File: src/t2crb_defs.svh
// Register offsets, reset values and tick divider for the timer block.
// Assumes the 8-bit register port of the surrounding core.
`ifndef T2CRB_DEFS_SVH
`define T2CRB_DEFS_SVH
`define T2CRB_ADDR_CTRL     8'hC8
`define T2CRB_ADDR_RCAP_LO  8'hCA
`define T2CRB_ADDR_RCAP_HI  8'hCB
`define T2CRB_ADDR_CNT_LO   8'hCC
`define T2CRB_ADDR_CNT_HI   8'hCD
`define T2CRB_ADDR_IRQ_STAT 8'hD0
`define T2CRB_ADDR_IRQ_CLR  8'hD1
`define T2CRB_ADDR_IRQ_EN   8'hD2
`define T2CRB_CTRL_RESET    8'h00
`define T2CRB_WORD_RESET    16'h0000
`define T2CRB_WORD_MAX      16'hFFFF
`define T2CRB_WORD_ONE      16'h0001
`define T2CRB_IRQ_RESET     2'h0
`define T2CRB_BYTE_ZERO     8'h00
`define T2CRB_SYNC_IDLE     2'h3
`define T2CRB_CLK_DIV       1
`endif

File: src/t2crb_pkg.sv
// Types shared by the timer block: control layout, bus request, events.
// Assumes nothing of its surroundings.
package t2crb_pkg;

    typedef struct packed {
        logic overflow_flag;
        logic external_edge_flag;
        logic rx_clock_select;
        logic tx_clock_select;
        logic trigger_enable;
        logic run_control;
        logic count_source_select;
        logic capture_select;
    } t2crb_ctrl_t;

    typedef struct packed {
        logic [7:0] addr;
        logic [7:0] wdata;
        logic       wr;
        logic       rd;
    } t2crb_bus_req_t;

    typedef struct packed {
        logic ext_edge;
        logic overflow;
    } t2crb_irq_t;

endpackage : t2crb_pkg

File: src/t2crb_top.sv
// Sixteen-bit timer/counter with autoreload, capture and baud-rate modes.
// Assumes one 100 MHz clock, a synchronous reset and asynchronous pins.
`timescale 1ns/1ns
`default_nettype none
`include "t2crb_defs.svh"

// Notes on behaviour
// - Overflow sets overflow flag except when a serial clock select is set.
// - Enabled trigger falling edge causing capture or reload sets edge flag.
// - Receive clock select routes overflow pulses to the serial receiver.
// - Transmit clock select routes overflow pulses to the serial transmitter.
// - Trigger enable lets trigger falls capture or reload unless timer clocks serial port.
// - Run control starts and stops counting; cleared means timer off.
// - Source select picks count pin falls or divided core clock ticks.
// - Capture select picks capture or reload; ignored in baud-rate mode.
// - Either serial select gives baud mode, else capture select decides.
// - Autoreload: rollover sets overflow flag and loads the reload word.
// - Autoreload with trigger enable: trigger fall also reloads, sets flag.
// - Capture mode without trigger enable is a plain overflowing counter.
// - Capture mode with trigger enable: trigger fall copies count, sets flag.
// - Overflow and edge flags both can raise the interrupt.
// - Baud mode gives no overflow interrupt; edge interrupt still works.
// - Control register reads zero after reset; timer stopped, flags clear.
module t2crb_top
    import t2crb_pkg::*;
#(
    parameter int unsigned CLK_DIV = `T2CRB_CLK_DIV
) (
    input  wire logic           ref_clk,
    input  wire logic           rst,
    input  wire t2crb_bus_req_t bus_req,
    output var  logic [7:0]     rd_data_q,
    input  wire logic           count_pin,
    input  wire logic           trigger_pin,
    output var  logic           baud_ovf_q,
    output var  logic           rx_clock_sel_q,
    output var  logic           tx_clock_sel_q,
    output var  logic           irq_q
);

    generate
        if (CLK_DIV < 1 || CLK_DIV > 65536) begin : g_bad_div
            $error("CLK_DIV must lie between 1 and 65536.");
        end
    endgenerate

    localparam logic [15:0] DIV_LAST = 16'(CLK_DIV - 1);

    function automatic logic wr_hit(input t2crb_bus_req_t req,
                                    input logic [7:0] where);
        wr_hit = req.wr && (req.addr == where);
    endfunction : wr_hit

    // Pin synchronisers and edge detectors.
    logic [1:0] cnt_sync_q;
    logic [1:0] cnt_sync_d;
    logic       cnt_prev_q;
    logic       cnt_prev_d;
    logic [1:0] trg_sync_q;
    logic [1:0] trg_sync_d;
    logic       trg_prev_q;
    logic       trg_prev_d;
    logic       cnt_fall;
    logic       trg_fall;

    always_comb begin
        cnt_sync_d = {cnt_sync_q[0], count_pin};
        trg_sync_d = {trg_sync_q[0], trigger_pin};
        cnt_prev_d = cnt_sync_q[1];
        trg_prev_d = trg_sync_q[1];
        cnt_fall   = cnt_prev_q && !cnt_sync_q[1];
        trg_fall   = trg_prev_q && !trg_sync_q[1];
    end

    always_ff @(posedge ref_clk) begin
        if (rst) begin
            cnt_sync_q <= `T2CRB_SYNC_IDLE;
            trg_sync_q <= `T2CRB_SYNC_IDLE;
            cnt_prev_q <= 1'b1;
            trg_prev_q <= 1'b1;
        end else begin
            cnt_sync_q <= cnt_sync_d;
            trg_sync_q <= trg_sync_d;
            cnt_prev_q <= cnt_prev_d;
            trg_prev_q <= trg_prev_d;
        end
    end

    // Core clock tick divider.
    logic [15:0] div_q;
    logic [15:0] div_d;
    logic        div_tick;

    always_comb begin
        div_tick = (div_q == DIV_LAST);
        div_d    = div_tick ? 16'h0000 : div_q + 16'h0001;
    end

    always_ff @(posedge ref_clk) begin
        if (rst) begin
            div_q <= 16'h0000;
        end else begin
            div_q <= div_d;
        end
    end

    // Timer state: control, count, reload word, interrupt registers.
    t2crb_ctrl_t ctrl_q;
    t2crb_ctrl_t ctrl_d;
    logic [15:0] count_q;
    logic [15:0] count_d;
    logic [15:0] rcap_q;
    logic [15:0] rcap_d;
    t2crb_irq_t  stat_q;
    t2crb_irq_t  stat_d;
    t2crb_irq_t  en_q;
    t2crb_irq_t  en_d;
    t2crb_irq_t  clr;
    logic        irq_d;
    logic        baud_ovf_d;
    logic        baud_mode;
    logic        cnt_step;
    logic        ovf_evt;
    logic        trig_evt;
    logic        trig_reload;
    logic        trig_capture;
    logic        ovf_reload;

    always_comb begin
        baud_mode    = ctrl_q.rx_clock_select || ctrl_q.tx_clock_select;
        cnt_step     = ctrl_q.run_control &&
                       (ctrl_q.count_source_select ? cnt_fall : div_tick);
        ovf_evt      = cnt_step && (count_q == `T2CRB_WORD_MAX);
        trig_evt     = trg_fall && ctrl_q.trigger_enable;
        trig_reload  = trig_evt && !baud_mode && !ctrl_q.capture_select;
        trig_capture = trig_evt && !baud_mode && ctrl_q.capture_select;
        ovf_reload   = ovf_evt && (baud_mode || !ctrl_q.capture_select);

        count_d = count_q;
        if (cnt_step) begin
            count_d = count_q + `T2CRB_WORD_ONE;
        end
        if (ovf_reload || trig_reload) begin
            count_d = rcap_q;
        end
        if (wr_hit(bus_req, `T2CRB_ADDR_CNT_LO)) begin
            count_d[7:0] = bus_req.wdata;
        end
        if (wr_hit(bus_req, `T2CRB_ADDR_CNT_HI)) begin
            count_d[15:8] = bus_req.wdata;
        end

        rcap_d = rcap_q;
        if (wr_hit(bus_req, `T2CRB_ADDR_RCAP_LO)) begin
            rcap_d[7:0] = bus_req.wdata;
        end
        if (wr_hit(bus_req, `T2CRB_ADDR_RCAP_HI)) begin
            rcap_d[15:8] = bus_req.wdata;
        end
        if (trig_capture) begin
            rcap_d = count_q;
        end

        ctrl_d = ctrl_q;
        if (wr_hit(bus_req, `T2CRB_ADDR_CTRL)) begin
            ctrl_d = t2crb_ctrl_t'(bus_req.wdata);
        end
        if (ovf_evt && !baud_mode) begin
            ctrl_d.overflow_flag = 1'b1;
        end
        if (trig_evt) begin
            ctrl_d.external_edge_flag = 1'b1;
        end

        clr = '0;
        if (wr_hit(bus_req, `T2CRB_ADDR_IRQ_CLR)) begin
            clr = t2crb_irq_t'(bus_req.wdata[1:0]);
        end
        stat_d          = stat_q & ~clr;
        stat_d.overflow = stat_d.overflow || (ovf_evt && !baud_mode);
        stat_d.ext_edge = stat_d.ext_edge || trig_evt;

        en_d = en_q;
        if (wr_hit(bus_req, `T2CRB_ADDR_IRQ_EN)) begin
            en_d = t2crb_irq_t'(bus_req.wdata[1:0]);
        end
        irq_d      = |(stat_d & en_d);
        baud_ovf_d = ovf_evt && baud_mode;
    end

    always_ff @(posedge ref_clk) begin
        if (rst) begin
            ctrl_q         <= t2crb_ctrl_t'(`T2CRB_CTRL_RESET);
            count_q        <= `T2CRB_WORD_RESET;
            rcap_q         <= `T2CRB_WORD_RESET;
            stat_q         <= t2crb_irq_t'(`T2CRB_IRQ_RESET);
            en_q           <= t2crb_irq_t'(`T2CRB_IRQ_RESET);
            irq_q          <= 1'b0;
            baud_ovf_q     <= 1'b0;
            rx_clock_sel_q <= 1'b0;
            tx_clock_sel_q <= 1'b0;
        end else begin
            ctrl_q         <= ctrl_d;
            count_q        <= count_d;
            rcap_q         <= rcap_d;
            stat_q         <= stat_d;
            en_q           <= en_d;
            irq_q          <= irq_d;
            baud_ovf_q     <= baud_ovf_d;
            rx_clock_sel_q <= ctrl_d.rx_clock_select;
            tx_clock_sel_q <= ctrl_d.tx_clock_select;
        end
    end

    // Read data stand in the cycle after the read strobe only.
    logic [7:0] rd_data_d;

    always_comb begin
        rd_data_d = `T2CRB_BYTE_ZERO;
        if (bus_req.rd) begin
            case (bus_req.addr)
                `T2CRB_ADDR_CTRL:     rd_data_d = ctrl_q;
                `T2CRB_ADDR_RCAP_LO:  rd_data_d = rcap_q[7:0];
                `T2CRB_ADDR_RCAP_HI:  rd_data_d = rcap_q[15:8];
                `T2CRB_ADDR_CNT_LO:   rd_data_d = count_q[7:0];
                `T2CRB_ADDR_CNT_HI:   rd_data_d = count_q[15:8];
                `T2CRB_ADDR_IRQ_STAT: rd_data_d = {6'h00, stat_q};
                `T2CRB_ADDR_IRQ_EN:   rd_data_d = {6'h00, en_q};
                default:              rd_data_d = `T2CRB_BYTE_ZERO;
            endcase
        end
    end

    always_ff @(posedge ref_clk) begin
        if (rst) begin
            rd_data_q <= `T2CRB_BYTE_ZERO;
        end else begin
            rd_data_q <= rd_data_d;
        end
    end

    logic no_cnt_wr;
    assign no_cnt_wr = !wr_hit(bus_req, `T2CRB_ADDR_CNT_LO) &&
                       !wr_hit(bus_req, `T2CRB_ADDR_CNT_HI);

    logic no_rcap_wr;
    assign no_rcap_wr = !wr_hit(bus_req, `T2CRB_ADDR_RCAP_LO) &&
                        !wr_hit(bus_req, `T2CRB_ADDR_RCAP_HI);

    logic no_ctrl_wr;
    assign no_ctrl_wr = !wr_hit(bus_req, `T2CRB_ADDR_CTRL);
endmodule : t2crb_top
`default_nettype wire

File: config.mk
export PLATFORM = sky130hd
export DESIGN_NAME = t2crb_top
export DESIGN_NICKNAME = d
export VERILOG_FILES = /design/src/t2crb_pkg.sv /design/src/t2crb_top.sv
export VERILOG_INCLUDE_DIRS = /design/src /design/src/src
export SDC_FILE = /design/constraint.sdc
export NUM_CORES = 1
export LEC_CHECK = 0
export BUFFER_PORTS_ARGS = -buffer_cell sky130_fd_sc_hd__buf_2
export CELL_PAD_IN_SITES_DETAIL_PLACEMENT = 0
export CELL_PAD_IN_SITES_GLOBAL_PLACEMENT = 1
export CORE_MARGIN = 2
export CORE_UTILIZATION = 45
export DETAILED_ROUTE_END_ITERATION = 8
export MAX_ROUTING_LAYER = met4
export PLACE_DENSITY_LB_ADDON = 0.1
export SYNTH_ARGS = -nofsm -noshare
export SYNTH_HDL_FRONTEND = slang
export SYNTH_SLANG_ARGS = --single-unit
File: constraint.sdc
create_clock -name ref_clk -period 3 [get_ports ref_clk]
set_clock_uncertainty 0.2 [all_clocks]
set_input_delay 0.45 -clock ref_clk [delete_from_list [all_inputs] [get_ports ref_clk]]
set_output_delay 0.45 -clock ref_clk [all_outputs]
set_load 0.005 [all_outputs]
---- Word level (Yosys, flattened, before mapping) ----
Index checks and enable logic that the tools add are counted.
storage, ports and cells
  word-level logic and storage cells ...... 90
  output and inout bits ................... 12
  input bits .............................. 22
  bits in registers ....................... 76
operators by class
  bitwise operators ....................... 4
  reduce and logical (&&, ||, !) cells .... 37
  add/subtract/negate cells ............... 2
  equality and inequality tests ........... 9
  muxes and demuxes ....................... 14
operators by type and width
  operator               number
  $eq 8x8->1 const B     8
  $pmux 8 s7             1
  $mux 16                3
  $mux 8                 5
  $add 16x1->16 const B  2
  $logic_and 1x1->1      18
  $eq 16x16->1 const B   1
  $logic_not 16->1       1
  $reduce_bool 2->1      4
  $reduce_bool 3->1      2
  $reduce_or 2->1        3
  $logic_or 1x1->1       5
  $and 2x2->2            2
  $logic_not 1->1        4
  $mux 2                 2
  $mux 1                 3
  $not 2->2              1
  $not 1->1              1

---- Depth between registers and ports, before layout ----
  depth in word-level cells ............... 9
  gate-level depth with buffers ........... 9
  gate-level depth less buffers ........... 8

---- Worst setup path after synthesis ----
No wires, ideal clock.
  kind .................................... input to register
  start point ............................. input port bus_req[15] (netlist bit)
  end point ............................... register count_q[14]
  required time ........................... 2.668 ns
  data arrival time ....................... 1.946 ns
  stages .................................. 7
  library setup time ...................... 0.132 ns
  slack ................................... 0.722 ns
  path buffers ............................ 1
  path through ............................ nand3b_1 > or3_1 > nor2_1 > buf_2 > nor2_1 > o211ai_1 > a21oi_1
on the way
  cells in the longest elaborated chain, start to end .. 3
  elaborated cells between the ends (all ways) .. 4
  those cells by class .................... eq/ne (1); mux (1); reduce/logical (2)
RTL lines
  element                                                       RTL line          source
  start: declaration                                            t2crb_top.sv:31   input wire t2crb_bus_req_t bus_req,
  $eq 8x8->1 (*)                                                t2crb_top.sv:51   wr_hit = req.wr && (req.addr == where);
  $logic_and 1x1->1 (*)                                         n/a
  $reduce_bool 3->1 (no source line) or $mux 8 (tied branches)  n/a
  end signal: assignment                                        t2crb_top.sv:194  count_q <= `T2CRB_WORD_RESET;
  end signal: assignment                                        t2crb_top.sv:204  count_q <= count_d;
  end: declaration                                              t2crb_top.sv:110  logic [15:0] count_q;
Every way passes the cells marked *; elsewhere a longest branch is shown, timed or not.
A chain may end at the register's enable or synchronous reset.

---- Worst setup path in the final report ----
  start point ............................. register count_q[13]
  end point ............................... register count_q[1]
on the way
  cells in the longest elaborated chain, start to end .. 6
  elaborated cells between the ends (all ways) .. 7
  those cells by class .................... eq/ne (1); mux (2); reduce/logical (4)
RTL lines
  element                            RTL line          source
  $eq 16x16->1 (no source line) (*)  n/a
  $logic_and 1x1->1 (*)              t2crb_top.sv:133  ovf_evt = cnt_step && (count_q == `T2CRB_WORD_MAX);
  $logic_and 1x1->1 (*)              t2crb_top.sv:137  ovf_reload = ovf_evt && (baud_mode || !ctrl_q.capture_select);
  $logic_or 1x1->1 (*)               t2crb_top.sv:143  if (ovf_reload || trig_reload) begin
  $mux 16                            t2crb_top.sv:143
  $mux 8                             t2crb_top.sv:146  if (wr_hit(bus_req, `T2CRB_ADDR_CNT_LO)) begin
Marked as above.

==> flow_summary_export.csv <==
group,metric,value,unit
clocking,clock_sinks,76,
die,rows,34,
layout,multi_input_area,0.00232,mm^2
layout,finished_cell_area,0.00452,mm^2
clocking,cts_tree,"done",
critical_path,worst_ep_arrival_time,2830,ps
layout,final-seq-area,0.00152,mm^2
clocking,h-tree-depth,3,
route,finalWirelength,12.1,mm
global_route,grt_use_total,26.5,%
die,die-height,99.1,um
route,routed_wire_length_per_instance,19.2,um
power_and_ir_drop,power_frac_clock,42.2,%
critical_path,start_kind,"register",
clocking,cts_inserted_buffers,9,
route,dr_total_vias,3860,
power_and_ir_drop,switching_share,24.1,%
critical_path,r2r_slack,200,ps
timing,hold_viol,0,
clocking,cts_setup_buffers,0,
clocking,ctsResizeCount,0,
route,drc_errors,0,
route,detail_route.first_pass.iterations,5,
synth,yosys-top-cells-count,"76 x sky130_fd_sc_hd__dfxtp_1, 55 x sky130_fd_sc_hd__nand2_1, 48 x sky130_fd_sc_hd__nor2_1",
clocking,clock_latency,360,ps
power_and_ir_drop,cellLeakagePower,1.60,nW
synth,synth_edf_count,0,
global_route,grt_start_max_net_pins,33,
layout,finish.utilization,51.6,%
timing,finalSetupViolCount,0,
synth,yosysUniqueCellTypes,67,
place,io_buffers,33,
power_and_ir_drop,switching_power,0.454,mW
layout,layout-drive-gt1-share,18.7,%
die,top_level_ports,34,
power_and_ir_drop,sequentialPowerShare,53.9,%
synth,synth_async_sr_flop_share,0,%
power_and_ir_drop,peakVddDrop,250,uV
synth,synth.ff_latch_count,76,
job,drv_cap,0,
synth,synthesis.area,0.00407,mm^2
power_and_ir_drop,comb_power_share,3.9,%
min_path,worstHoldPathType,"in2reg",
synth,synth_area_leader_cell,"sky130_fd_sc_hd__dfxtp_1",
timing,tightest_slew,813,ps
place,dp.final_hpwl,8.51,mm
critical_path,worstPathRequired,3030,ps
power_and_ir_drop,power_per_cell_area,416,mW/mm^2
critical_path,worstSetupPathType,"reg2reg",
place,gp_congestion,0.973,
run_status,status,"completed",
layout,num-fill-cells,860,
layout,antenna_cells_inserted,0,
clocking,ctsRootBufferMaster,"sky130_fd_sc_hd__clkbuf_8",
global_route,first_global_vias,3715,
global_route,first_pass_grt_wire_length,19.9,mm
layout,areaGrowthSynthToFinish,11.2,%
synth,synth_most_common_cell,"sky130_fd_sc_hd__dfxtp_1",
global_route,grt_total_ovfl,0,
synth,yosysSeqAreaShare,37.4,%
die,initial_core_util,46.4,%
clocking,hold_buffer_count_at_cts,0,
layout,final_net_count,543,
synth,netlist_top_cells_area,"sky130_fd_sc_hd__dfxtp_1 37%, sky130_fd_sc_hd__nand2_1 5.1%, sky130_fd_sc_hd__nor2_1 4.4%",
place,dpl_cell_area,0.00432,mm^2
clocking,clock_tree.buffer_depth,2,
synth,synth.avg_cell_area,8.33,um^2
die,fp.dieArea,0.00981,mm^2
timing,max_clock_freq,357,MHz
route,drt-initial-drc-count,364,
synth,ys.flop_type,"sky130_fd_sc_hd__dfxtp_1",
timing,fin_crit,2800,ps
synth,postSynthNetCount,513,
route,via_per_inst,6.12,
layout,stdcell_count,631,
timing,rsz0062_at_grt,"no",
synth,synth_top_area_share,37.4,%
synth,synthCells,488,
route,antenna_violating_nets_post_route,0,
die,x_dimension_of_the_die,99.1,um
critical_path,end_kind,"register",
timing,maxSlewViolCount,0,
timing,max-slew-margin-rel,45.0,%
critical_path,crit_path_max_fanout,13,
power_and_ir_drop,design_internal_power,1.43,mW
die,coreArea,0.00876,mm^2
global_route,grt_antenna_before_repair,0,
timing,final.setup.tns,0,ps
timing,layout_worst_path_cycle_share,93.4,%
synth,yosysWarnings,0,
clocking,path_clk_slew,80,ps
place,placedCellCount,615,
==> worst max-delay path, cell delays in order (launching register included) <==
cell and delay, ps:
sky130_fd_sc_hd__dfxtp_1 470, sky130_fd_sc_hd__nand4_1 200, sky130_fd_sc_hd__nor4b_1 720, sky130_fd_sc_hd__a41oi_2 540
sky130_fd_sc_hd__a221oi_1 420, sky130_fd_sc_hd__o32ai_1 130
==> registers in the layout (all words and copies together) (netlist names) <==
| name | flops |
|---|---|
| irq_q | 1 |
| count_q | 16 |
| rd_data_q | 8 |
| trg_sync_q | 2 |
| cnt_sync_q | 2 |
| ctrl_q | 8 |
| baud_ovf_q | 1 |
| rcap_q | 16 |
| trg_prev_q | 1 |
| cnt_prev_q | 1 |
| stat_q | 2 |
| en_q | 2 |
| div_q | 16 |
==> cell usage in the layout (no fill, tap or decap), types with 13 or more instances in the layout <==
cell,instances
sky130_fd_sc_hd__nand2_1,55
sky130_fd_sc_hd__nor2_1,48
sky130_fd_sc_hd__a22oi_1,20
sky130_fd_sc_hd__a311oi_1,13
sky130_fd_sc_hd__dfxtp_1,76
sky130_fd_sc_hd__nand3_1,30
sky130_fd_sc_hd__buf_4,19
sky130_fd_sc_hd__xor2_1,13
sky130_fd_sc_hd__buf_2,33
sky130_fd_sc_hd__o21ai_0,14
sky130_fd_sc_hd__a21oi_1,30
==> final timing paths <==
check | end | from | cells past startpoint
hold / removal | trg_sync_q[0] | trigger_pin | 2
setup / recovery | count_q[1] | count_q[13] | 5
hold reg to reg | cnt_sync_q[1] | cnt_sync_q[0] | 1
setup reg to reg | count_q[1] | count_q[13] | 5
==> per-layer routing <==
metal	GRT usage, %	part of all wire [%]	wire [um]
met5	-	0	0
met4	8.96	2.2	265
met3	6.52	7.7	937
met2	40.2	46	5570
met1	34.5	44	5320
==> per-stage QoR <==
stage / setup WS, ps / total power [mW] / hold WS (ps)
6_report: 197 / 1.88 / 69.3
5_1_grt: 97.0 / 1.94 / 57.1
4_1_cts: 285 / 1.91 / 55.1
3_5_place_dp: 299 / 1.11 / 198
3_3_place_gp: 348 / 1.11 / 190
2_1_floorplan: 722 / 1.07 / 189
==> power by group through the flow <==
stage / Clock, mW / Sequential [mW] / Combinational [mW]
3_5_place_dp: 0 / 1.04 / 0.0732
5_1_grt: 0.850 / 1.01 / 0.0806
4_1_cts: 0.818 / 1.01 / 0.0734
2_1_floorplan: 0 / 1.04 / 0.0374
6_report: 0.794 / 1.01 / 0.0738
3_3_place_gp: 0 / 1.04 / 0.0725
==> cells by family (layout without fill, tap and decap cells) <==
| group | Yosys count | count (layout) | share of synthesized area [%] |
|---|---|---|---|
| adders and majority gates | 3 | 3 | 0.923 |
| xor gates and xnor gates | 25 | 25 | 5.38 |
| buffers and inverters | 43 | 78 | 5.72 |
| AOI/OAI and AO/OA | 117 | 117 | 20.1 |
| DFF | 76 | 76 | 37.4 |
| and+or+nand+nor | 213 | 213 | 27.7 |
| muxes | 11 | 11 | 2.74 |
==> final cells by class <==
cell class	count	share of cell area, %
well taps	108	2.99
clock buffers	10	2.82
repair buffers	52	6.81
inverters	10	0.830
clock inverters	6	1.61
multi-input cells	369	51.3
flip-flops and latches	76	33.7
(Power assumes the default switching activity.)
